File: config.mk
export PLATFORM = sky130hd
export DESIGN_NAME = rcp_parser
export DESIGN_NICKNAME = d
export VERILOG_FILES = /design/src/include/rcp_pkg.sv /design/src/rcp_char_class.sv /design/src/rcp_parser.sv /design/src/rcp_status_byte.sv
export SDC_FILE = /design/constraint.sdc
export NUM_CORES = 1
export LEC_CHECK = 0
export ABC_AREA = 0
export BUFFER_PORTS_ARGS = -buffer_cell sky130_fd_sc_hd__buf_2
export CAP_MARGIN = 15
export CORE_ASPECT_RATIO = 0.6
export CORE_UTILIZATION = 45
export DETAILED_ROUTE_END_ITERATION = 8
export GPL_TIMING_DRIVEN = 0
export PLACE_DENSITY = 0.71
export SETUP_SLACK_MARGIN = 0.4
export SLEW_MARGIN = 0
export SYNTH_ARGS = -nofsm -noshare
export SYNTH_HDL_FRONTEND = slang
export SYNTH_SLANG_ARGS = --single-unit
File: constraint.sdc
create_clock -name clock -period 4.9 [get_ports clock]
set_clock_uncertainty 0.15 [all_clocks]
set_input_delay 0.735 -clock clock [delete_from_list [all_inputs] [get_ports clock]]
set_output_delay 0.735 -clock clock [all_outputs]
set_load 0.02 [all_outputs]
File: src/include/rcp_pkg.sv
// Package: constants, types and status layout for the remote command parser
`default_nettype none
package rcp_pkg;
  // ************************************************************
  // Character codes
  // ************************************************************
  localparam logic [7:0] CH_LF = 8'h0A;
  localparam logic [7:0] CH_WS_LO_END = 8'h09;
  localparam logic [7:0] CH_WS_HI_BEG = 8'h0B;
  localparam logic [7:0] CH_WS_HI_END = 8'h20;
  localparam logic [7:0] CH_COLON = 8'h3A;
  localparam logic [7:0] CH_SEMI = 8'h3B;
  localparam logic [7:0] CH_COMMA = 8'h2C;
  localparam logic [7:0] CH_QUERY = 8'h3F;
  localparam logic [7:0] CH_STAR = 8'h2A;
  localparam logic [7:0] CH_HASH = 8'h23;
  localparam logic [7:0] CH_LPAR = 8'h28;
  localparam logic [7:0] CH_RPAR = 8'h29;
  localparam logic [7:0] CH_ZERO = 8'h30;
  localparam logic [7:0] CH_NINE = 8'h39;
  localparam logic [7:0] CH_PLUS = 8'h2B;
  localparam logic [7:0] CH_MINUS = 8'h2D;
  localparam logic [7:0] CH_DOT = 8'h2E;
  localparam logic [7:0] CH_CASE = 8'h20;
  localparam logic [7:0] CH_A = 8'h41;
  localparam logic [7:0] CH_Z = 8'h5A;
  localparam logic [7:0] CH_E = 8'h45;
  localparam logic [7:0] CH_F = 8'h46;
  localparam logic [7:0] CH_N = 8'h4E;
  localparam logic [7:0] CH_O = 8'h4F;
  localparam logic [7:0] CH_M = 8'h4D;
  localparam logic [7:0] CH_I = 8'h49;
  localparam logic [7:0] CH_X = 8'h58;
  localparam logic [7:0] CH_ONE = 8'h31;
  // ************************************************************
  // Status summary byte layout
  // ************************************************************
  localparam int STB_QUEUE_BIT = 2;
  localparam int STB_QUES_BIT = 3;
  localparam int STB_MAV_BIT = 4;
  localparam int STB_ESB_BIT = 5;
  localparam int STB_RQS_BIT = 6;
  localparam logic [7:0] STB_RESET = 8'h00;
  localparam logic [7:0] SRE_RESET = 8'h00;
  localparam logic [7:0] SRE_SUMMARY_MASK = 8'hBF;
  // ************************************************************
  // Parser sizes and reset values
  // ************************************************************
  localparam int CNT_W = 32;
  localparam int DIG_W = 4;
  localparam int LVL_W = 3;
  localparam logic [1:0] CHAN_DEFAULT = 2'h1;
  localparam logic [LVL_W-1:0] LVL_ROOT = 3'h0;
  // Data element kinds
  typedef enum logic [2:0] {
    RCP_D_NONE, RCP_D_CHAR, RCP_D_BOOL, RCP_D_NUM, RCP_D_EXPR,
    RCP_D_BLOCK, RCP_D_MAXV, RCP_D_MINV
  } rcp_kind_e;
  // One byte from the bus with its end-or-identify flag
  typedef struct packed {
    logic [7:0] data;
    logic eoi;
  } rcp_byte_s;
  // Decoded element handed to the instrument
  typedef struct packed {
    rcp_kind_e kind;
    logic is_query;
    logic is_common;
    logic bool_val;
    logic [1:0] chan;
    logic [LVL_W-1:0] level;
    logic unexpected;
  } rcp_elem_s;
  // Point of an arbitrary block: two payload bytes, first byte high
  typedef struct packed {
    logic [15:0] point;
    logic last;
  } rcp_point_s;
endpackage : rcp_pkg
`default_nettype wire

File: src/rcp_char_class.sv
// Character classifier for the remote command parser
`default_nettype none
module rcp_char_class
  import rcp_pkg::*;
(
  input wire logic [7:0] ch,
  output logic is_ws,
  output logic is_alpha,
  output logic is_digit,
  output logic is_numc,
  output logic [7:0] upper
);
  // ************************************************************
  // Classification
  // ************************************************************
  // Whitespace excludes linefeed so it can terminate a message
  always_comb begin
    is_ws = (ch <= CH_WS_LO_END) ||
            (ch >= CH_WS_HI_BEG && ch <= CH_WS_HI_END);
    upper = ch & ~CH_CASE;
    is_alpha = (upper >= CH_A) && (upper <= CH_Z);
    is_digit = (ch >= CH_ZERO) && (ch <= CH_NINE);
    is_numc = is_digit || ch == CH_PLUS || ch == CH_MINUS || ch == CH_DOT;
  end
endmodule : rcp_char_class
`default_nettype wire

File: src/rcp_parser.sv
// Program message parser with status summary byte
`default_nettype none
module rcp_parser
  import rcp_pkg::*;
(
  input wire logic clock,
  input wire logic sys_rst,
  input wire rcp_pkg::rcp_byte_s in_byte,
  input wire logic in_valid,
  input wire logic root_is_chan,
  input wire logic hdr_is_qenable,
  input wire logic resp_pending,
  input wire logic queue_nonempty,
  input wire logic ques_summary,
  input wire logic esb,
  input wire logic [7:0] sre,
  input wire logic poll_read,
  output rcp_pkg::rcp_elem_s elem,
  output logic elem_valid,
  output logic resp_req,
  output rcp_pkg::rcp_point_s point,
  output logic point_valid,
  output logic msg_end,
  output logic syntax_err,
  output logic [7:0] stb
);
  typedef enum {
    RCP_S_HDR, RCP_S_SEP, RCP_S_DATA, RCP_S_WORD, RCP_S_NUM, RCP_S_SUFX,
    RCP_S_EXPR, RCP_S_HASH, RCP_S_BLEN, RCP_S_BCNT, RCP_S_BDAT,
    RCP_S_BIND, RCP_S_POST
  } rcp_state_e;
  rcp_state_e st_q, st_d;
  logic is_ws, is_alpha, is_digit, is_numc;
  logic [7:0] up;
  logic [7:0] ch;
  logic [LVL_W-1:0] lvl_q, lvl_d, cur_q, cur_d;
  logic [1:0] chan_q, chan_d;
  logic query_q, query_d, common_q, common_d, first_q, first_d;
  logic nz_q, nz_d, rnd_q, rnd_d, frac_q, frac_d;
  logic [7:0] w0_q, w0_d, w1_q, w1_d;
  logic [DIG_W-1:0] blen_q, blen_d;
  logic [CNT_W-1:0] bcnt_q, bcnt_d;
  logic [7:0] hi_q, hi_d;
  logic half_q, half_d;
  rcp_elem_s elem_q, elem_d;
  logic ev_q, ev_d, rr_q, rr_d, me_q, me_d, se_q, se_d;
  rcp_point_s pt_q, pt_d;
  logic pv_q, pv_d;
  logic term;
  // ************************************************************
  // Character classification
  // ************************************************************
  assign ch = in_byte.data;
  rcp_char_class u_cls (
    .ch(ch),
    .is_ws(is_ws),
    .is_alpha(is_alpha),
    .is_digit(is_digit),
    .is_numc(is_numc),
    .upper(up)
  );
  // Linefeed, EOI or both close a message
  assign term = (ch == CH_LF) || in_byte.eoi;
  // ************************************************************
  // Parser state machine
  // ************************************************************
  // Element emission stays in one place so every path ends alike
  always_comb begin
    st_d = st_q;
    lvl_d = lvl_q;
    cur_d = cur_q;
    chan_d = chan_q;
    query_d = query_q;
    common_d = common_q;
    first_d = first_q;
    nz_d = nz_q;
    rnd_d = rnd_q;
    frac_d = frac_q;
    w0_d = w0_q;
    w1_d = w1_q;
    blen_d = blen_q;
    bcnt_d = bcnt_q;
    hi_d = hi_q;
    half_d = half_q;
    elem_d = elem_q;
    ev_d = 1'b0;
    rr_d = 1'b0;
    me_d = 1'b0;
    se_d = 1'b0;
    pt_d = pt_q;
    pv_d = 1'b0;
    elem_d.kind = RCP_D_NONE;
    elem_d.is_query = query_q;
    elem_d.is_common = common_q;
    elem_d.chan = chan_q;
    elem_d.level = common_q ? lvl_q : cur_q;
    elem_d.unexpected = 1'b0;
    if (in_valid) begin
      case (st_q)
        RCP_S_HDR: begin
          first_d = 1'b0;
          // Terminator first, so EOI on a header byte still ends the unit
          if (ch == CH_SEMI || term) begin
            ev_d = 1'b1;
            elem_d.is_query = query_q || ch == CH_QUERY;
            rr_d = query_q || ch == CH_QUERY;
            first_d = 1'b1;
            if (!common_q) begin
              lvl_d = cur_q;
            end
            cur_d = common_q ? lvl_q : cur_q;
            query_d = 1'b0;
            common_d = 1'b0;
            if (term) begin
              me_d = 1'b1;
              lvl_d = LVL_ROOT;
              cur_d = LVL_ROOT;
              chan_d = CHAN_DEFAULT;
            end
          end else if (is_ws && first_q) begin
            // Leading whitespace before a header is skipped
            first_d = 1'b1;
          end else if (ch == CH_COLON) begin
            // Only a colon opening the unit returns to the root
            if (first_q) begin
              cur_d = LVL_ROOT;
              chan_d = CHAN_DEFAULT;
            end else begin
              cur_d = cur_q + 3'h1;
            end
          end else if (ch == CH_STAR && first_q) begin
            common_d = 1'b1;
          end else if (ch == CH_QUERY) begin
            query_d = 1'b1;
          end else if (is_digit && root_is_chan && cur_q == LVL_ROOT) begin
            chan_d = ch[1:0];
          end else if (is_ws) begin
            st_d = RCP_S_SEP;
          end else if (!is_alpha && !is_digit) begin
            se_d = 1'b1;
          end
        end
        RCP_S_SEP, RCP_S_DATA: begin
          nz_d = 1'b0;
          rnd_d = 1'b0;
          frac_d = 1'b0;
          w0_d = up;
          w1_d = 8'h00;
          if (ch == CH_SEMI || term) begin
            st_d = RCP_S_POST;
          end else if (is_ws) begin
            st_d = st_q;
          end else if (ch == CH_LPAR) begin
            st_d = RCP_S_EXPR;
          end else if (ch == CH_HASH) begin
            st_d = RCP_S_HASH;
          end else if (is_numc) begin
            nz_d = is_digit && ch != CH_ZERO;
            frac_d = ch == CH_DOT;
            st_d = RCP_S_NUM;
          end else if (is_alpha) begin
            st_d = RCP_S_WORD;
          end else begin
            se_d = 1'b1;
            st_d = RCP_S_POST;
          end
        end
        RCP_S_WORD: begin
          if (is_alpha && w1_q == 8'h00) begin
            w1_d = up;
          end
          // EOI on the last letter closes the word with that letter
          if (!is_alpha || in_byte.eoi) begin
            elem_d.kind = RCP_D_CHAR;
            if (w0_q == CH_O && w1_d == CH_N) begin
              elem_d.kind = RCP_D_BOOL;
              elem_d.bool_val = 1'b1;
            end else if (w0_q == CH_O && w1_d == CH_F) begin
              elem_d.kind = RCP_D_BOOL;
              elem_d.bool_val = 1'b0;
            end else if (w0_q == CH_M && w1_d == CH_A) begin
              elem_d.kind = RCP_D_MAXV;
            end else if (w0_q == CH_M && w1_d == CH_I) begin
              elem_d.kind = RCP_D_MINV;
            end
            ev_d = 1'b1;
            st_d = RCP_S_POST;
          end
        end
        RCP_S_NUM: begin
          if (is_digit) begin
            if (!frac_q && ch != CH_ZERO) begin
              nz_d = 1'b1;
            end
            if (frac_q && !rnd_q && w1_q == 8'h00) begin
              rnd_d = ch >= 8'h35; // first fraction digit rounds
              w1_d = 8'h01;
            end
          end else if (ch == CH_DOT) begin
            frac_d = 1'b1;
          end else if (is_alpha && up == CH_E) begin
            st_d = RCP_S_SUFX; // exponent or unit; both end the value
          end else if (is_alpha) begin
            st_d = RCP_S_SUFX;
          end
          // Numeric booleans: rounded nonzero reads as 1; EOI closes too
          if (!(is_digit || is_alpha || ch == CH_DOT) || in_byte.eoi) begin
            elem_d.kind = RCP_D_NUM;
            elem_d.bool_val = nz_d || rnd_d;
            ev_d = 1'b1;
            st_d = RCP_S_POST;
          end
        end
        RCP_S_SUFX: begin
          if (!(is_alpha || is_numc) || in_byte.eoi) begin
            elem_d.kind = RCP_D_NUM;
            elem_d.bool_val = nz_q || rnd_q;
            ev_d = 1'b1;
            st_d = RCP_S_POST;
          end
        end
        RCP_S_EXPR: begin
          if (ch == CH_RPAR) begin
            elem_d.kind = RCP_D_EXPR;
            elem_d.unexpected = !hdr_is_qenable;
            se_d = !hdr_is_qenable;
            ev_d = 1'b1;
            st_d = RCP_S_POST;
          end
        end
        RCP_S_HASH: begin
          half_d = 1'b0;
          bcnt_d = '0;
          if (ch == CH_ZERO) begin
            st_d = RCP_S_BIND;
          end else if (is_digit) begin
            blen_d = ch[3:0];
            st_d = RCP_S_BCNT;
          end else begin
            se_d = 1'b1;
            st_d = RCP_S_POST;
          end
        end
        RCP_S_BCNT: begin
          // Decimal count digits, as many as the length digit says
          bcnt_d = CNT_W'(bcnt_q * 10) + CNT_W'(ch[3:0]);
          blen_d = blen_q - 4'h1;
          if (blen_q == 4'h1) begin
            st_d = RCP_S_BDAT;
          end
        end
        RCP_S_BDAT, RCP_S_BIND: begin
          half_d = !half_q;
          hi_d = ch;
          if (half_q) begin
            pt_d.point = {hi_q, ch};
            pv_d = 1'b1;
          end
          pt_d.last = 1'b0;
          if (st_q == RCP_S_BDAT) begin
            bcnt_d = bcnt_q - 32'h1;
            if (bcnt_q == 32'h1) begin
              pt_d.last = 1'b1;
              elem_d.kind = RCP_D_BLOCK;
              ev_d = 1'b1;
              st_d = RCP_S_POST;
            end
          end else if (ch == CH_LF && in_byte.eoi) begin
            // Linefeed with EOI closes the block and the message
            pv_d = 1'b0;
            pt_d.last = 1'b1;
            elem_d.kind = RCP_D_BLOCK;
            ev_d = 1'b1;
            me_d = 1'b1;
            rr_d = query_q;
            lvl_d = LVL_ROOT;
            cur_d = LVL_ROOT;
            chan_d = CHAN_DEFAULT;
            query_d = 1'b0;
            common_d = 1'b0;
            st_d = RCP_S_HDR;
          end
          // Odd count: definite ends on a high byte, indefinite after one
          if (pt_d.last && (half_q ^ (st_q == RCP_S_BDAT))) begin
            se_d = 1'b1;
          end
        end
        default: begin
          // Post element: comma, unit separator or terminator
          if (ch == CH_COMMA) begin
            st_d = RCP_S_DATA;
          end else if (ch == CH_SEMI || term) begin
            rr_d = query_q;
            if (!common_q) begin
              lvl_d = cur_q;
            end
            cur_d = common_q ? lvl_q : cur_q;
            query_d = 1'b0;
            common_d = 1'b0;
            st_d = RCP_S_HDR;
            if (term) begin
              me_d = 1'b1;
              lvl_d = LVL_ROOT;
              cur_d = LVL_ROOT;
              chan_d = CHAN_DEFAULT;
            end
          end else if (!is_ws) begin
            se_d = 1'b1;
          end
        end
      endcase
      // Bytes that close an element and also end the unit or message
      if (st_d == RCP_S_POST && (ch == CH_SEMI || term)) begin
        rr_d = query_q;
        if (!common_q) begin
          lvl_d = cur_q;
        end
        cur_d = common_q ? lvl_q : cur_q;
        query_d = 1'b0;
        common_d = 1'b0;
        st_d = RCP_S_HDR;
        if (term) begin
          me_d = 1'b1;
          lvl_d = LVL_ROOT;
          cur_d = LVL_ROOT;
          chan_d = CHAN_DEFAULT;
        end
      end else if (st_d == RCP_S_POST && ch == CH_COMMA) begin
        st_d = RCP_S_DATA;
      end
      // A new unit starts with no header byte seen
      if (st_q != RCP_S_HDR && st_d == RCP_S_HDR) begin
        first_d = 1'b1;
      end
    end
  end
  // ************************************************************
  // State registers
  // ************************************************************
  always_ff @(posedge clock or posedge sys_rst) begin
    if (sys_rst) begin
      st_q <= RCP_S_HDR;
      lvl_q <= LVL_ROOT;
      cur_q <= LVL_ROOT;
      chan_q <= CHAN_DEFAULT;
      query_q <= 1'b0;
      common_q <= 1'b0;
      first_q <= 1'b1;
      nz_q <= 1'b0;
      rnd_q <= 1'b0;
      frac_q <= 1'b0;
      w0_q <= 8'h00;
      w1_q <= 8'h00;
      blen_q <= '0;
      bcnt_q <= '0;
      hi_q <= 8'h00;
      half_q <= 1'b0;
      elem_q <= '0;
      ev_q <= 1'b0;
      rr_q <= 1'b0;
      me_q <= 1'b0;
      se_q <= 1'b0;
      pt_q <= '0;
      pv_q <= 1'b0;
    end else begin
      st_q <= st_d;
      lvl_q <= lvl_d;
      cur_q <= cur_d;
      chan_q <= chan_d;
      query_q <= query_d;
      common_q <= common_d;
      first_q <= first_d;
      nz_q <= nz_d;
      rnd_q <= rnd_d;
      frac_q <= frac_d;
      w0_q <= w0_d;
      w1_q <= w1_d;
      blen_q <= blen_d;
      bcnt_q <= bcnt_d;
      hi_q <= hi_d;
      half_q <= half_d;
      elem_q <= elem_d;
      ev_q <= ev_d;
      rr_q <= rr_d;
      me_q <= me_d;
      se_q <= se_d;
      pt_q <= pt_d;
      pv_q <= pv_d;
    end
  end
  // ************************************************************
  // Status summary byte
  // ************************************************************
  rcp_status_byte u_stb (
    .clock(clock),
    .sys_rst(sys_rst),
    .queue_nonempty(queue_nonempty),
    .ques_summary(ques_summary),
    .mav(resp_pending),
    .esb(esb),
    .sre(sre),
    .poll_read(poll_read),
    .stb(stb)
  );
  assign elem = elem_q;
  assign elem_valid = ev_q;
  assign resp_req = rr_q;
  assign point = pt_q;
  assign point_valid = pv_q;
  assign msg_end = me_q;
  assign syntax_err = se_q;
endmodule : rcp_parser
`default_nettype wire

File: src/rcp_status_byte.sv
// Status summary byte with service request generation
`default_nettype none
module rcp_status_byte
  import rcp_pkg::*;
(
  input wire logic clock,
  input wire logic sys_rst,
  input wire logic queue_nonempty,
  input wire logic ques_summary,
  input wire logic mav,
  input wire logic esb,
  input wire logic [7:0] sre,
  input wire logic poll_read,
  output logic [7:0] stb
);
  logic [7:0] stb_q, stb_d;
  logic rqs_q, rqs_d;
  logic [7:0] summ;
  // ************************************************************
  // Summary bits and request service
  // ************************************************************
  // Request is set by any enabled summary; a poll clears it, set wins
  always_comb begin
    summ = STB_RESET;
    summ[STB_QUEUE_BIT] = queue_nonempty;
    summ[STB_QUES_BIT] = ques_summary;
    summ[STB_MAV_BIT] = mav;
    summ[STB_ESB_BIT] = esb;
    rqs_d = rqs_q;
    if (poll_read) begin
      rqs_d = 1'b0;
    end
    if (|(summ & sre & SRE_SUMMARY_MASK)) begin
      rqs_d = 1'b1;
    end
    stb_d = summ;
    stb_d[STB_RQS_BIT] = rqs_d;
  end
  always_ff @(posedge clock or posedge sys_rst) begin
    if (sys_rst) begin
      stb_q <= STB_RESET;
      rqs_q <= 1'b0;
    end else begin
      stb_q <= stb_d;
      rqs_q <= rqs_d;
    end
  end
  assign stb = stb_q;
endmodule : rcp_status_byte
`default_nettype wire

Word level (Yosys, flattened, before mapping)
Index checks and enable logic that the tools add are counted.
- bits in registers: 146
- input bits: 27
- output and inout bits: 42
- add/subtract/negate cells: 4
- bitwise operators: 2
- reduce and logical (&&, ||, !) cells: 78
- mux-type cells: 206
- multiply operators: 1
- order comparisons: 8
- equal/unequal tests: 56
- operators by type and width (cell ; number):
    2-to-1 mux 32 bit ; 28
    one-hot mux 32 bit (9 select lines) ; 1
    equality test 32 x 3 -> 1 bit, second input constant ; 4
    2-to-1 mux 1 bit ; 102
    equality test 32 x 4 -> 1 bit, second input constant ; 3
    equality test 8 x 6 -> 1 bit, second input constant ; 12
    one-hot mux 32 bit (3 select lines) ; 1
    2-to-1 mux 3 bit ; 29
    equality test 32 x 1 -> 1 bit, second input constant ; 2
    equality test 32 x 2 -> 1 bit, second input constant ; 2
    equality test 32 x 5 -> 1 bit, second input constant ; 2
    logical NOT 32 bit ; 2
    2-to-1 mux 8 bit ; 5
    adder 32 x 4 -> 32 bit ; 1
    equality test 8 x 7 -> 1 bit, second input constant ; 4
    multiplier 32 x 3 -> 31 bit, second input constant ; 1
    2-to-1 mux 2 bit ; 16
    nonzero test 32 bit ; 1
    subtractor 32 x 1 -> 32 bit, second input constant ; 1
    2-to-1 mux 4 bit ; 7
    inequality test 4 bit, second input constant ; 6
    one-hot mux 8 bit (3 select lines) ; 1
    logical AND 1 bit ; 23
    equality test 7 x 6 -> 1 bit, second input constant ; 3
    other kinds (42) ; 98

Depth between registers and ports, before layout
Gate-level depths: netlist of run 1.
- word-level depth: 21
- gate-level depth with buffers: 15
- gate-level depth less buffers: 15

Modules after synthesis
Synthesis of run 1 repeated with hierarchy kept, for this count alone.
- cells, all modules: 1273
- area, all modules: 10938.0 um^2
- by module, submodules not included (module ; area each (um^2) ; cells an instance ; sequential area each (um^2) ; times used):
    rcp_parser ; 10566.4 ; 1229 ; 3530.9 ; 1
    rcp_status_byte ; 198.9 ; 15 ; 125.1 ; 1
    rcp_char_class ; 172.7 ; 29 ; 0.0 ; 1

Worst setup path after synthesis of run 1
No wires, ideal clock.
- path kind: register to register
- start point: register bcnt_q[1]
- end point: register bcnt_q[31]
- arrival: 3.530 ns
- buffers on the path: 0
- cell stages (with the launch flop): 16
- setup slack: 1.087 ns
- data required time: 4.616 ns
- path through: dfrtp_1 -> ha_1 -> ha_1 -> inv_1 -> fa_1 -> nand2b_1 -> a211o_1 -> a21oi_1 -> a31o_2 -> a2111oi_0 -> nor3_1 -> nand4b_1 -> nor3b_1 -> nand4_1 -> xnor2_1 -> o211ai_1
- cells in the longest elaborated chain, start to end: 3
- ends and longest elaborated chain (item ; RTL line ; source):
    from (decl) ; rcp_parser.sv:42 ; logic [CNT_W-1:0] bcnt_q, bcnt_d;
    from (signal assigned) ; rcp_parser.sv:379 ; bcnt_q <= bcnt_d;
    multiplier 32 x 3 -> 31 bit / subtractor 32 x 1 -> 32 bit (equally long branches) ; rcp_parser.sv:246, rcp_parser.sv:261 ;
    adder 32 x 4 -> 32 bit / 2-to-1 mux 32 bit (equally long branches) ; rcp_parser.sv:246, rcp_parser.sv:260 ;
    one-hot mux 32 bit (3 select lines) * ; rcp_parser.sv:99 ; case (st_q)
Mark *: on every way between the ends. The rest lies on a longest branch, timed or not. The select of a mux whose other input is x is not followed.
A chain may end at the register's enable or synchronous reset.

Worst setup path in the final report of run 1
- start point: register bcnt_q[3]
- end point: register bcnt_q[26]
Same word-level chain as after synthesis.

==> results of run 1 <==
## what timing repair did
action	CTS	global route
setup buffers	0	8
resized for setup	5	30
hold buffers	0	0
pin swaps	0	11
endpoints found under the setup margin	10	23
## kinds of logic after synthesis
family                   Yosys count
AO/OA/AOI/OAI                    358
XOR/XNOR                          54
adder cells (fa/ha/maj)           66
buffers and inverters             97
flip-flops                       145
multiplexers                      29
other                              1
AND/OR/NAND/NOR                  464
## cells in the final DEF, fill, tap and decap left out, types with 9 or more instances in the layout
cell       synthesis  layout
ha_1              64      64
a31oi_1           16      16
and2_1            43      43
clkbuf_16          0      17
nor4_1            25      20
a22oi_1           12      12
buf_4              4      11
o21a_1            10      10
inv_1             35      34
nand2_1          107     107
xnor2_1           34      31
and3_1            14      14
nand3_1           44      42
clkbuf_1          49      49
mux2_2            26      26
nand4_1           16      16
nor2_1           104     103
nand2b_1           9       9
xor2_1            20      19
dfrtp_1          143     141
buf_2              6      66
nor2b_1            9       9
o211ai_1          10      10
o21ai_0          114     113
a21oi_1           90      88
a21o_1            11      11
nor3_1            37      32
## layout make-up
type,instances,area share [%]
clock inverter,14,1.446
tap,308,3.227
sequential,145,30.43
timing repair buffer,71,3.625
inverter,35,1.132
multi-input combinational,974,54.38
buffer,62,2.200
clock buffer,17,3.562
## registers in the layout (all words and copies together) (netlist names), 5 cells and up
register / cells
point: 17
w0_q: 7
w1_q: 8
elem: 12
st_q: 32
bcnt_q: 32
u_stb.stb: 5
hi_q: 8
## how the worst min path moves through the flow
stage                              end  slack [ns]         start  cells past startpoint
after floorplan                elem[5]        0.23     chan_q[1]                      0
after global placement         elem[4]        0.29     chan_q[0]                      0
after detailed placement       elem[4]        0.29     chan_q[0]                      0
after CTS                 u_stb.stb[5]        0.24           esb                      1
after global routing      u_stb.stb[3]        0.25  ques_summary                      1
final                     u_stb.stb[5]        0.26           esb                      1
## routing by layer
layer / share of wire, % / up-vias
met5: 0.17 / -
met4: 0.86 / 4
met3: 14 / 38
met2: 36 / 578
met1: 48 / 4760
li1: - / 4679
## critical path, stage by stage (launching register included)
cell      delay, ns
dfrtp_2        0.47
ha_1           0.30
ha_1           0.19
inv_1          0.08
fa_1           0.48
xnor2_2        0.23
nand3b_1       0.21
nor4_4         0.34
nand3_2        0.17
nor3_1         0.34
nand2_1        0.16
nor3b_1        0.39
and4_1         0.33
nand3_1        0.11
xor2_1         0.16
o21ai_0        0.14
## power breakdown
part	switching, mW	leakage, nW	internal (mW)
logic	1.94	3.16	1.07
registers	0.284	1.93	1.47
clock network	0.587	0.289	0.767
==> results.ini, run 1 <==
[synth]
synth_simple_gate_area_share_pct = 23.21
avgSynthCellArea_um2 = 8.515
synthFlopType = dfrtp_1
synth_area_leaders = dfrtp_1 35%, ha_1 7.7%, o21ai_0 5.5%, a21oi_1 4.4%, nand2_1 3.9%
synth_mux_area_share_pct = 3.123
yosysMostFrequentCell = dfrtp_1
ys_ff_latch = 145
synthTopCellsByCount = 143 x dfrtp_1, 114 x o21ai_0, 107 x nand2_1
synth_cell_types = 86
synth_top_area_share_pct = 34.62
synth_compound_area_share_pct = 21.98
syn_inst = 1214
synth_top_family_by_area = simple AND/OR/NAND/NOR gates
synth_top_area_cell = dfrtp_1
synth_adder_area_share_pct = 8.134
ys_seq_area_share_pct = 35.12
synthArstFlopShare_pct = 100.0
yosys.area_share.xor_xnor_pct = 4.575
ys_warn_count = 0
synth-edff-count = 0
syn_area_um2 = 10340

[power_and_ir_drop]
total_power_mw = 6.128
power_density_nw_per_um2 = 513.1
vdd_ir_drop_max_mv = 0.2868
leakage_nw = 5.380

[global_route]
grt_util_met2_pct = 33.91
use_met3_pct = 12.23
antenna_found_initial = 1
track_usage_pct = 28.42
grt_max_degree = 43
met1_usage_pct = 45.01
gr-total-overflow = 0
top_usage_layer = met1
grt_pass1_vias = 9279
grt_pass1_wl_um = 51580

[clock_network]
clk_latency_ns = 0.45
cts_tree = yes
clock_sinks = 145
cts_buffer_depth = 2
cts-htree-levels = 4
cts_buffers = 17
clk_pin_slew_ns = 0.07
cts_root_buf = clkbuf_16

[worst_setup_path]
r2r-start = bcnt_q[3]
crit_path_end = bcnt_q[26]
crit_fanout = 6
reg2reg_to = bcnt_q[26]
r2r_slack_ns = 0.55
arrival_ns = 4.58
start_kind = register
critical_path_class = reg -> reg
reg2reg_depth = 15
end_kind = register
cp-startpoint = bcnt_q[3]
cp.required_ns = 5.12

[finish]
fin_area_um2 = 11940
syn2layout_area_growth_pct = 15.52
multi_input_area_um2 = 6494
fillers = 2051
utilization_pct = 53.59
register_area_um2 = 3633
diodes = 0
fin_nets = 1399
finalNonFillerCells = 1626
drive_gt1_share_pct = 14.42

[place]
io_buffer_count = 60
post-place-ws_ns = -0.2720
postPlaceCellArea_um2 = 11090
dp_hpwl_um = 24550
gp_congestion = 1.027
dp.cells = 1587

[floorplanning]
dieArea_um2 = 23600
num_rows = 42
ios = 69
initial_utilization_pct = 46.39
dieHeight_um = 119.4
die_w_um = 197.7
core-area_um2 = 22280

[sta]
rsz0062_at_grt = true
tightest_slew_ns = 1.075
fin_crit_sh_pct = 88.86
finalSetupViolCount = 0
finalSetupTns_ns = 0
finalHoldViolCount = 0
slew_headroom_pct = 27.65
min_period_ns = 4.354
postLayoutSetupSlackWorst_ns = 0.5456
fmax_mhz = 229.7
slew_viol_final = 0
timing.hold.ws_ns = 0.2568

[run]
max_cap_viol_count = 0

[routing]
wire_per_inst_um = 19.92
drt_iter0_markers = 1291
post-route-drc-count = 0
routed_via_density = 6.186
vias = 10059
drt-pass1-iter-count = 8
wl_um = 32380
drtAntennaViolNets = 0

[outcome]
status = completed

[min_path]
hold_class = in -> reg

Power figures use the tool's default switching activity.
==> inputs of run 2 (changes only) <==
--- a/config.mk
+++ b/config.mk
@@ -13,6 +13,7 @@
 export DETAILED_ROUTE_END_ITERATION = 8
 export GPL_TIMING_DRIVEN = 0
 export PLACE_DENSITY = 0.71
+export REMOVE_ABC_BUFFERS = 1
 export SETUP_SLACK_MARGIN = 0.4
 export SLEW_MARGIN = 0
 export SYNTH_ARGS = -nofsm -noshare
==> results.ini, run 2 (same netlist as run 1, synthesis figures left out) <==
[outcome]
status = completed  ; unchanged

[floorplanning]
core-area_um2 = 22280  ; unchanged
die_w_um = 197.7  ; unchanged
dieArea_um2 = 23600  ; unchanged
ios = 69  ; unchanged
dieHeight_um = 119.4  ; unchanged
initial_utilization_pct = 46.39  ; unchanged
num_rows = 42  ; unchanged

[sta]
fmax_mhz = 230.4  ; was 229.7 MHz
slew_headroom_pct = 31.69  ; was 27.65%
finalSetupTns_ns = 0  ; unchanged
finalSetupViolCount = 0  ; unchanged
finalHoldViolCount = 0  ; unchanged
rsz0062_at_grt = true  ; unchanged
min_period_ns = 4.340  ; was 4.354 ns
fin_crit_sh_pct = 88.57  ; was 88.86%
tightest_slew_ns = 1.025  ; was 1.075 ns
slew_viol_final = 0  ; unchanged

[clock_network]
cts_root_buf = clkbuf_16  ; unchanged
cts_buffer_depth = 2  ; unchanged
clk_latency_ns = 0.43  ; was 0.45 ns
cts_buffers = 17  ; unchanged
cts_tree = yes  ; unchanged
clock_sinks = 145  ; unchanged
cts-htree-levels = 4  ; unchanged
clk_pin_slew_ns = 0.06  ; was 0.07 ns

[global_route]
grt_pass1_vias = 8811  ; was 9279
grt_pass1_wl_um = 47640  ; was 51580 um
antenna_found_initial = 0  ; was 1
grt_max_degree = 95  ; was 43
gr-total-overflow = 0  ; unchanged
track_usage_pct = 25.70  ; was 28.42%

[routing]
drt-pass1-iter-count = 6  ; was 8
drt_iter0_markers = 1161  ; was 1291
routed_via_density = 6.130  ; was 6.186
vias = 9594  ; was 10059
drtAntennaViolNets = 0  ; unchanged
wl_um = 29550  ; was 32380 um
wire_per_inst_um = 18.88  ; was 19.92 um
post-route-drc-count = 0  ; unchanged

[worst_setup_path]
end_kind = register  ; unchanged
cp.required_ns = 5.06  ; was 5.12 ns
crit_fanout = 17  ; was 6
r2r_slack_ns = 0.59  ; was 0.55 ns
reg2reg_to = bcnt_q[31]  ; was bcnt_q[26]
critical_path_class = in -> reg  ; was reg -> reg
arrival_ns = 4.50  ; was 4.58 ns
r2r-start = bcnt_q[3]  ; unchanged
reg2reg_depth = 15  ; unchanged
start_kind = input port  ; was register

[finish]
syn2layout_area_growth_pct = 12.82  ; was 15.52%
final_cell_mix = 143 x dfrtp_1, 113 x o21ai_0, 107 x nand2_1  ; was 141 x dfrtp_1, 113 x o21ai_0, 107 x nand2_1
final_common_cell = dfrtp_1  ; unchanged
drive_gt1_share_pct = 14.08  ; was 14.42%
fin_area_um2 = 11660  ; was 11940 um2
diodes = 0  ; unchanged
fin_nets = 1337  ; was 1399

[place]
io_buffer_count = 61  ; was 60
gp_congestion = 0.9678  ; was 1.027
postPlaceCellArea_um2 = 10860  ; was 11090 um2
dp_hpwl_um = 21540  ; was 24550 um

[power_and_ir_drop]
vdd_ir_drop_max_mv = 0.3071  ; was 0.2868 mV
leakage_nw = 5.273  ; was 5.380 nW
total_power_mw = 5.944  ; was 6.128 mW
power_density_nw_per_um2 = 509.7  ; was 513.1 nW/um2

[run]
max_cap_viol_count = 0  ; unchanged

[min_path]
hold_class = in -> async  ; was in -> reg

run 2: changes by cell type in the layout (fill, tap and decap cells not counted), moves of 3 or more:
cell      change
buf_4         -6
inv_6         -3
clkbuf_1     -46
buf_8         +3
inv_8         -4
buf_12        -4
clkinv_2      +6
nor2_2        +3
buf_2         -5
run 2: layer usage:
layer / wire length (um) / track usage (%)
met1: 14680 / 41.00
met2: 11460 / 32.61
met3: 3121 / 8.581
met4: 284 / 4.651
met5: 0 / 0
run 2: how the worst max path moves through the flow:
stage	endpoint	from	slack, ns	cells past startpoint
floorplan	bcnt_q[0]	sys_rst	0.12	1
global placement	w1_q[4]	sys_rst	-1.56	2
detailed placement	w0_q[2]	in_byte[5]	-0.42	9
CTS	bcnt_q[31]	bcnt_q[3]	0.41	15
global route	bcnt_q[22]	bcnt_q[3]	0.23	15
finish	lvl_q[0]	in_byte[5]	0.56	11
run 2: layout make-up:
type | count | area, um2
clock inverter | 12 | 145.1
multi-input combinational | 974 | 6485
sequential | 145 | 3631
clock buffer | 20 | 436.7
timing repair buffer | 71 | 442.9
inverter | 35 | 136.4
fill | 2081 | 10620
tap | 308 | 385.4
run 2: worst max-delay path, stage by stage:
cell	delay (ns)
buf_2	0.28
nor4bb_2	0.51
nand2_1	0.40
a21oi_1	0.45
nor2_1	0.08
o221ai_1	0.44
nor3b_1	0.67
nor3b_2	0.11
and4_4	0.28
and3_1	0.19
a311o_1	0.34
run 2: stage by stage:
step                      worst slack (ns)  hold slack, ns  std cells  utilization, %
final                               0.5602          0.1952       1565           52.34
after global placement              -1.561          0.2814       1523           48.35
after global routing                0.2333          0.2250       1565           52.34
after floorplan                     0.1237          0.2255       1154               -
after CTS                           0.4056          0.2051       1560           51.50
after detailed placement           -0.4183          0.2854       1527           48.73
run 2: report_power, final:
part / total [mW] / switching (mW) / internal [mW]
clock network: 1.31 / 0.513 / 0.796
logic: 2.84 / 1.79 / 1.05
registers: 1.79 / 0.320 / 1.47
run 2: what timing repair did:
action	in CTS	in global routing
endpoints found under the hold margin	0	0
resized for setup	6	24
setup buffers	1	4
pin swaps	1	4
endpoints found under the setup margin	16	35
hold buffers	0	0
